==> src/hdl/steer_defs.svh <==
// Purpose: Offsets, field positions and reset values of the steering unit
// Assumes: Included by bare name
// Notes: Definitions only
`ifndef STEER_DEFS_SVH
`define STEER_DEFS_SVH
`define CTRL_OFFSET 4'h0
`define DUTY_HIGH_OFFSET 4'h4
`define STATUS_OFFSET 4'h8
`define CTRL_RESET 8'h00
`define DUTY_HIGH_RESET 8'h00
`define STEER_MSB 7
`define STEER_LSB 6
`define DUTY_LOW_MSB 5
`define DUTY_LOW_LSB 4
`define MODE_MSB 3
`define MODE_LSB 0
`define MODE_OFF 4'h0
`define MODE_RESERVED 4'h1
`define MODE_PWM_TOP 2'h3
`endif

==> src/hdl/steer_pkg.sv <==
// Purpose: Types shared by the steering unit
// Assumes: Nothing
// Notes: Steering codes of the output configuration field
package steer_pkg;
  typedef enum logic [1:0] {
    STEER_SINGLE = 2'h0,
    STEER_FULL_FWD = 2'h1,
    STEER_HALF = 2'h2,
    STEER_FULL_REV = 2'h3
  } steer_type;
endpackage

==> src/hdl/pin_steer.sv <==
// Purpose: One output pin steering cell
// Assumes: Select codes from the control block
// Notes: Chooses port value, modulated, active or inactive level
`timescale 1ns/1ns
module pin_steer (
  input wire logic [1:0] sel,
  input wire logic mod_in,
  input wire logic port_in,
  output logic pin_out,
  output logic owned
);
  // 0 port, 1 modulated, 2 active, 3 inactive
  assign pin_out = (sel == 2'h0) ? port_in : (sel == 2'h1) ? mod_in : (sel == 2'h2);
  assign owned = (sel != 2'h0);
endmodule

==> src/hdl/enhanced_pwm_output_steering.sv <==
// Purpose: Control register and PWM output steering of the enhanced compare unit
// Assumes: Classic Wishbone slave, one-cycle ack, timebase and dead band outside
// Notes: Pin outputs are registered
`timescale 1ns/1ns
`include "steer_defs.svh"

// Notes on behaviour
// - Steering field bits 7-6, PWM only
// - Non-PWM modes except 0000: A capture pin, others port
// - Steer 00: modulate A, release B C D
// - Steer 01: D modulated, A active, B C inactive
// - Steer 10: A B complementary with dead band
// - Steer 11: B modulated, C active, A D inactive
// - Bits 5-4 give duty low two bits
// - Mode bits 3-0; 0000 resets unit idle
module enhanced_pwm_output_steering
  import steer_pkg::*;
(
  input wire logic mclk,
  input wire logic rst,
  input wire logic wb_cyc_i,
  input wire logic wb_stb_i,
  input wire logic wb_we_i,
  input wire logic [3:0] wb_adr_i,
  input wire logic [3:0] wb_sel_i,
  input wire logic [31:0] wb_dat_i,
  output logic [31:0] wb_dat_o,
  output logic wb_ack_o,
  input wire logic pwm_raw,
  input wire logic pwm_dead_a,
  input wire logic pwm_dead_b,
  input wire logic [3:0] port_data,
  output logic [9:0] duty_value,
  output logic pwm_enable,
  output logic unit_reset,
  output logic capture_on_a,
  output logic pwm_out_a,
  output logic pwm_out_b,
  output logic pwm_out_c,
  output logic pwm_out_d,
  output logic [3:0] pin_owned
);

  ////////////////////////////////////////////////////////////////////////////
  // Registers and bus decode
  logic [7:0] ccp_unit_control_r;
  logic [7:0] duty_high_byte_r;
  logic ack_r;
  logic [31:0] rdata_r;
  logic [1:0] sync1_r;
  logic [1:0] sync2_r;
  logic [3:0] pins_r;

  wire bus_req = wb_cyc_i & wb_stb_i & ~ack_r;
  wire wr_lane0 = bus_req & wb_we_i & wb_sel_i[0];
  wire sel_ctrl = (wb_adr_i == `CTRL_OFFSET);
  wire sel_duty = (wb_adr_i == `DUTY_HIGH_OFFSET);
  wire sel_stat = (wb_adr_i == `STATUS_OFFSET);

  // Control register fields
  wire [1:0] output_steer_config = ccp_unit_control_r[`STEER_MSB:`STEER_LSB];
  wire [1:0] duty_low_bits = ccp_unit_control_r[`DUTY_LOW_MSB:`DUTY_LOW_LSB];
  wire [3:0] unit_mode_select = ccp_unit_control_r[`MODE_MSB:`MODE_LSB];
  wire mode_off = (unit_mode_select == `MODE_OFF);
  wire pwm_mode = (unit_mode_select[3:2] == `MODE_PWM_TOP);
  wire steer_type st = steer_type'(output_steer_config);

  // Read data mux, unmapped reads as zero
  wire [31:0] rd_mux = sel_ctrl ? {24'h00_0000, ccp_unit_control_r} :
                       sel_duty ? {24'h00_0000, duty_high_byte_r} :
                       sel_stat ? {26'h000_0000, pwm_mode, mode_off, pins_r} : 32'h0000_0000;

  // Register writes; reserved mode 0001 stored as written, software must avoid it
  always_ff @(posedge mclk or posedge rst) begin
    if (rst) begin
      ccp_unit_control_r <= `CTRL_RESET;
      duty_high_byte_r <= `DUTY_HIGH_RESET;
    end else begin
      if (wr_lane0 && sel_ctrl) begin
        ccp_unit_control_r <= wb_dat_i[7:0];
      end
      if (wr_lane0 && sel_duty) begin
        duty_high_byte_r <= wb_dat_i[7:0];
      end
    end
  end

  // One-cycle ack for every access, mapped or not
  always_ff @(posedge mclk or posedge rst) begin
    if (rst) begin
      ack_r <= 1'b0;
      rdata_r <= 32'h0000_0000;
    end else begin
      ack_r <= bus_req;
      rdata_r <= bus_req ? rd_mux : rdata_r;
    end
  end

  assign wb_ack_o = ack_r;
  assign wb_dat_o = rdata_r;

  ////////////////////////////////////////////////////////////////////////////
  // Mode outputs to the timebase and comparator
  assign duty_value = pwm_mode ? {duty_high_byte_r, duty_low_bits} : 10'h000;
  assign pwm_enable = pwm_mode;
  assign unit_reset = mode_off;
  assign capture_on_a = ~pwm_mode & ~mode_off;

  ////////////////////////////////////////////////////////////////////////////
  // Steering selection: 0 port, 1 modulated, 2 active, 3 inactive
  logic [1:0] sel_a;
  logic [1:0] sel_b;
  logic [1:0] sel_c;
  logic [1:0] sel_d;
  logic mod_a;
  logic mod_b;

  // Per-mode pin selection; any pin not listed stays under port control
  always_comb begin
    sel_a = 2'h0;
    sel_b = 2'h0;
    sel_c = 2'h0;
    sel_d = 2'h0;
    mod_a = pwm_raw;
    mod_b = pwm_raw;
    if (pwm_mode) begin
      case (st)
        STEER_SINGLE: begin
          sel_a = 2'h1;
        end
        STEER_FULL_FWD: begin
          sel_a = 2'h2;
          sel_b = 2'h3;
          sel_c = 2'h3;
          sel_d = 2'h1;
        end
        STEER_HALF: begin
          sel_a = 2'h1;
          sel_b = 2'h1;
          mod_a = pwm_dead_a;
          mod_b = pwm_dead_b;
        end
        STEER_FULL_REV: begin
          sel_a = 2'h3;
          sel_b = 2'h1;
          sel_c = 2'h2;
          sel_d = 2'h3;
        end
        default: begin
          sel_a = 2'h0;
        end
      endcase
    end
  end

  ////////////////////////////////////////////////////////////////////////////
  // Port inputs cross from outside, two flip-flops each
  logic [3:0] port_s1_r;
  logic [3:0] port_s2_r;
  wire [3:0] pin_nxt;
  wire [3:0] own_nxt;

  always_ff @(posedge mclk or posedge rst) begin
    if (rst) begin
      port_s1_r <= 4'h0;
      port_s2_r <= 4'h0;
    end else begin
      port_s1_r <= port_data;
      port_s2_r <= port_s1_r;
    end
  end

  // One steering cell per pin; A and B may take the dead-band pair
  pin_steer u_a (
    .sel(sel_a),
    .mod_in(mod_a),
    .port_in(port_s2_r[0]),
    .pin_out(pin_nxt[0]),
    .owned(own_nxt[0])
  );
  pin_steer u_b (
    .sel(sel_b),
    .mod_in(mod_b),
    .port_in(port_s2_r[1]),
    .pin_out(pin_nxt[1]),
    .owned(own_nxt[1])
  );
  // C and D only ever modulate with the raw PWM
  pin_steer u_c (
    .sel(sel_c),
    .mod_in(pwm_raw),
    .port_in(port_s2_r[2]),
    .pin_out(pin_nxt[2]),
    .owned(own_nxt[2])
  );
  pin_steer u_d (
    .sel(sel_d),
    .mod_in(pwm_raw),
    .port_in(port_s2_r[3]),
    .pin_out(pin_nxt[3]),
    .owned(own_nxt[3])
  );

  // Registered pin drive and ownership
  always_ff @(posedge mclk or posedge rst) begin
    if (rst) begin
      pins_r <= 4'h0;
      sync1_r <= 2'h0;
      sync2_r <= 2'h0;
    end else begin
      pins_r <= pin_nxt;
      sync1_r <= own_nxt[1:0];
      sync2_r <= own_nxt[3:2];
    end
  end

  assign pwm_out_a = pins_r[0];
  assign pwm_out_b = pins_r[1];
  assign pwm_out_c = pins_r[2];
  assign pwm_out_d = pins_r[3];
  assign pin_owned = {sync2_r, sync1_r};
endmodule

==> config.mk <==
export PLATFORM = sky130hd
export DESIGN_NAME = enhanced_pwm_output_steering
export DESIGN_NICKNAME = d
export VERILOG_FILES = /design/src/hdl/steer_pkg.sv /design/src/hdl/pin_steer.sv /design/src/hdl/enhanced_pwm_output_steering.sv
export VERILOG_INCLUDE_DIRS = /design/src /design/src/hdl
export SDC_FILE = /design/constraint.sdc
export NUM_CORES = 1
export LEC_CHECK = 0
export ABC_AREA = 0
export ABC_CLOCK_PERIOD_IN_PS = 2340
export CAP_MARGIN = 20
export CORE_UTILIZATION = 41
export DETAILED_ROUTE_END_ITERATION = 16
export DONT_BUFFER_PORTS = 1
export GPL_TIMING_DRIVEN = 0
export SYNTH_ARGS = -nofsm -noshare
export SYNTH_HDL_FRONTEND = slang
export SYNTH_HIERARCHICAL = 1
export SYNTH_SLANG_ARGS = --single-unit
==> constraint.sdc <==
create_clock -name mclk -period 2.34 [get_ports mclk]
set_clock_uncertainty 0.15 [all_clocks]
set_input_delay 0.702 -clock mclk [delete_from_list [all_inputs] [get_ports mclk]]
set_output_delay 0.702 -clock mclk [all_outputs]
set_load 0.02 [all_outputs]
## Yosys cells after proc, flatten, opt, wreduce, memory -nomap -nowiden

Index checks and enable logic that the tools add are counted.

- Flip-flop bits (word level): 65
- Latch bits: 0
- Bits in writable memories: 0
- Bits in read-only memories: 0
- Input bits: 52
- Output and inout bits: 54
- Word-level logic and storage cells: 70
- Memories kept: 0

- Add/sub/neg operators: 0
- Multipliers: 0
- Div/mod/pow operators: 0
- Magnitude comparators: 0
- Equal/unequal tests: 14
- Shifts and indexed selects: 0
- Muxes and demuxes: 24
- Bitwise logic cells: 8
- Reductions and logical operators: 15

Operators by type and width:

| kind | number |
|---|---|
| $mux 8 | 2 |
| $eq 2x2->1 const B | 7 |
| $mux 1 | 12 |
| $pmux 2 s2 | 3 |
| $eq 2x1->1 const B | 5 |
| $logic_not 2->1 | 5 |
| $mux 10 | 1 |
| $logic_not 4->1 | 2 |
| $mux 2 | 4 |
| $reduce_bool 2->1 | 4 |
| $mux 6 | 1 |
| $pmux 2 s3 | 1 |
| $and 1x1->1 | 5 |
| $eq 4x3->1 const B | 1 |
| $eq 4x4->1 const B | 1 |
| $reduce_or 2->1 | 2 |
| $not 1->1 | 3 |
| $logic_and 1x1->1 | 2 |

## Logic depth before layout (Yosys ltp)

- Depth in word-level cells: 7
- Depth in mapped cells: 6

## Hierarchy

Netlist, hierarchy kept.

Modules (own cells, without submodules):

| module | times used | cells an instance | area each (µm²) |
|---|---|---|---|
| enhanced_pwm_output_steering | 1 | 153 | 1888.1 |
| pin_steer | 4 | 3 | 30.0 |

## Worst setup path after synthesis

No wires, ideal clock.

- Path kind: reg2out
- Start point: register ccp_unit_control_r[0]
- End point: output capture_on_a
- Data arrival time: 1515 ps
- Data required time: 1488 ps
- Slack: -27 ps
- Stages on the path, launching flop included: 3
- Cell sequence: dfrtp_1 -> nor4_1 -> nor2_1

- Cells in the longest elaborated chain, start to end: 3

Ends and longest elaborated chain:

| element | line | RTL |
|---|---|---|
| start, declared | enhanced_pwm_output_steering.sv:46 | `logic [7:0] ccp_unit_control_r;` |
| start signal, assigned | enhanced_pwm_output_steering.sv:76 | `` ccp_unit_control_r <= `CTRL_RESET; `` |
| start signal, assigned | enhanced_pwm_output_steering.sv:80 | `ccp_unit_control_r <= wb_dat_i[7:0];` |
| $logic_not 4->1 (no line) | -- |  |
| net unit_reset | enhanced_pwm_output_steering.sv:35 | `output logic unit_reset,` |
| $not 1->1 | enhanced_pwm_output_steering.sv:107 | `assign capture_on_a = ~pwm_mode & ~mode_off;` |
| $and 1x1->1 | enhanced_pwm_output_steering.sv:107 |  |
| end, declared | enhanced_pwm_output_steering.sv:36 | `output logic capture_on_a,` |

The timed path passes the listed nets, and every way through them passes these cells.

## Final worst setup path

- Start point: register ccp_unit_control_r[3]
- End point: output capture_on_a

- Cells in the longest elaborated chain, start to end: 3

Ends and longest elaborated chain:

| element | line | RTL |
|---|---|---|
| $eq 2x2->1 (no line) | -- |  |
| net pwm_enable | enhanced_pwm_output_steering.sv:34 | `output logic pwm_enable,` |
| $not 1->1 | enhanced_pwm_output_steering.sv:107 |  |
| $and 1x1->1 | enhanced_pwm_output_steering.sv:107 |  |

The timed path passes the listed nets, and every way through them passes these cells.

==> impl_metrics.toml <==
[status]
status = "complete, no violations"

[worst_setup_path]
ff2ff_setup_slack_ns = 0.20
reg2reg_to = "duty_high_byte_r[6]$_DFFE_PP0P_"
crit_end = "capture_on_a"
cp_data_required_time_ns = 1.49
reg2reg_depth = 3
crit_start = "ccp_unit_control_r[3]$_DFFE_PP0P_"
cp.arrival_ns = 1.38
critical_path_class = "reg -> out"
cp-end-kind = "output pin"
startpoint_type = "flip-flop"
rr_startpoint = "wb_ack_o$_DFF_PP0_"
cp_max_fo = 6

[placed_design]
port-buffer-count = 0
hpwl_um = 3210
place.gp.congestion = 0.858

[die]
die_x_um = 72.0
core_um2 = 4720
placementRows = 25
fp.dieArea_um2 = 5180
initial_utilization = 0.425
fp.dieH_um = 72.0
ios = 106

[clock_tree]
clk_pin_slew_ns = 0.07
cts.repair_timing.setup_buffer_count = 0
clock-sinks = 41
htree_levels = 2
cts_hold_buf = 0
clock_latency_ns = 0.29
cts_tree = "done"
cts_buffers = 5
clockRootBuffer = "clkbuf_8"
clockBufferDepth = 2

[yosys]
synthCells = 165
netlist_area_um2 = 2010
yosysWarnings = 6
synth.distinct_cells = 32
synth_seq_cells = 41
syn_avg_cell_area_um2 = 12.2
ys_seq_area_frac = 0.511

[timing]
worst_pin_slew_ns = 0.840
rsz0062_at_grt = "no"
fin_crit_ns = 2.24
hold_viol_final = 0
slew_headroom = 0.439
tns_ns = 0
clock.fmax_mhz = 447
fin_crit_sh = 0.955
slew_violations = 0
setup_viol = 0

[power_and_ir_drop]
ir_drop_v = 0.000318
power_density_nw_per_um2 = 678
p_leak_nw = 1.17
power.total_mw = 1.57

[finish]
drive_above_1_share = 0.347
mostFrequentLayoutCells = "41 x dfrtp_1, 24 x buf_4, 24 x conb_1"
num_antenna_cells = 0
fin_util = 0.491
layout_commonest_cell = "dfrtp_1"
syn2layout_area_growth_pct = 15.6
nNetsFinal = 247
fill_cells = 438

[global_route]
grt_usage = 0.166
grt_pass1_wl_um = 6350
grt_pass1_vias = 1163
overflow = 0
antenna_found_initial = 0
grt_max_degree = 42

[drt]
route.met2.wl_um = 1970
routed_wl_um = 4070
drt.antenna.violating_nets = 0
drtIter0Drc = 83
drt-vias-per-instance = 4.72
wl_met1_um = 1590
dr_wl_met3_um = 427
vias = 1242
remaining_drc_errors = 0
maxUsedRoutingLayer = "met4"
drt_pass1_iterations = 4
routedWlPerCell_um = 15.5

[flow_run]
maxCapViolCount = 0

[worst_hold_path]
hold_class = "reg -> reg"
## worst max-delay path: stages (launching register included)
cell and delay (ns):
dfrtp_1 0.46, and2_1 0.19, clkbuf_2 0.22, nor2_4 0.21
## metrics by stage
stage / instances / hold WS, ns / setup slack, ns / cell area, um2
4_1_cts: 263 / 0.202 / 0.0369 / 2310
6_report: 263 / 0.200 / 0.105 / 2320
3_5_place_dp: 255 / 0.185 / -0.0353 / 2180
5_1_grt: 263 / 0.217 / 0.0324 / 2320
3_3_place_gp: 255 / 0.182 / -0.00833 / 2180
2_1_floorplan: 188 / 0.181 / 0.173 / 2100
## cell usage after synthesis
library cell	n	share of area
nor2b_1	1	0.0031
nor4_1	2	0.0062
dfrtp_1	41	0.51
and2_1	1	0.0031
mux2_1	1	0.0056
nor4_4	2	0.021
mux2i_1	2	0.010
nor2_1	3	0.0056
nor3_1	1	0.0025
or2b_1	2	0.0075
buf_2	1	0.0025
o22ai_1	1	0.0031
or3_4	1	0.0056
clkbuf_1	4	0.0075
nand3b_1	2	0.0075
inv_1	6	0.011
a2bb2oi_2	4	0.030
nand2_1	4	0.0075
buf_4	24	0.090
and3_1	10	0.031
a2bb2oi_1	4	0.017
conb_1	1	0.0019
nand2b_1	12	0.037
o21ai_0	2	0.0050
or2_4	4	0.017
o2bb2ai_1	1	0.0044
or2_2	1	0.0031
a21boi_0	2	0.0075
mux2_2	17	0.095
buf_6	1	0.0056
a32o_1	6	0.030
o21a_1	1	0.0037
## what timing repair did
action,4_1_cts,5_1_grt
hold endpoints to repair,0,0
endpoints found under the setup margin,1,11
gates resized for setup,3,5
## state kept, by name, summed over array words and instances (netlist names)
name                count
ccp_unit_control_r      8
sync2_r                 2
port_s2_r               4
port_s1_r               4
pins_r                  4
wb_dat_o                8
wb_ack_o                1
duty_high_byte_r        8
sync1_r                 2
## area by class of cell
class	instances	area, um2	share of cell area
Buffer	30	215	0.0927
Clock buffer	7	86.3	0.0372
Clock inverter	1	30.0	0.0129
Multi-Input combinational cell	111	857	0.369
Inverter	6	22.5	0.00970
Sequential cell	41	1030	0.442
Tap cell	67	83.8	0.0361
## worst min path at each step
stage / from / endpoint / slack [ns] / depth (start not counted)
3_5_place_dp: port_s1_r[1]$_DFF_PP0_ / port_s2_r[1]$_DFF_PP0_ / 0.18 / 0
4_1_cts: port_s1_r[1]$_DFF_PP0_ / port_s2_r[1]$_DFF_PP0_ / 0.20 / 0
2_1_floorplan: port_s1_r[0]$_DFF_PP0_ / port_s2_r[0]$_DFF_PP0_ / 0.18 / 0
3_3_place_gp: port_s1_r[1]$_DFF_PP0_ / port_s2_r[1]$_DFF_PP0_ / 0.18 / 0
5_1_grt: port_s1_r[2]$_DFF_PP0_ / port_s2_r[2]$_DFF_PP0_ / 0.22 / 0
6_report: port_s1_r[1]$_DFF_PP0_ / port_s2_r[1]$_DFF_PP0_ / 0.20 / 0
## kinds of logic (layout without fill, tap and decap cells)
group,Yosys count,after routing,share of synthesized area
other cells,1,24,0.00187
simple gates,46,46,0.159
buf+inv,36,44,0.117
mux,20,20,0.111
compound gates,21,21,0.101
flops,41,41,0.511
## metal layers
layer,global-route usage,vias to the layer above
met5,0,-
met4,0.0741,0
met2,0.259,56
li1,-,589
met1,0.195,591
met3,0.0792,6
## report_power, final
part | switching, mW | internal, mW | leakage [nW] | total [mW]
registers | 0.0502 | 0.747 | 0.537 | 0.797
logic | 0.111 | 0.0845 | 0.578 | 0.196
clock network | 0.233 | 0.348 | 0.0585 | 0.581
No activity file was read; power rests on OpenSTA's default activity.
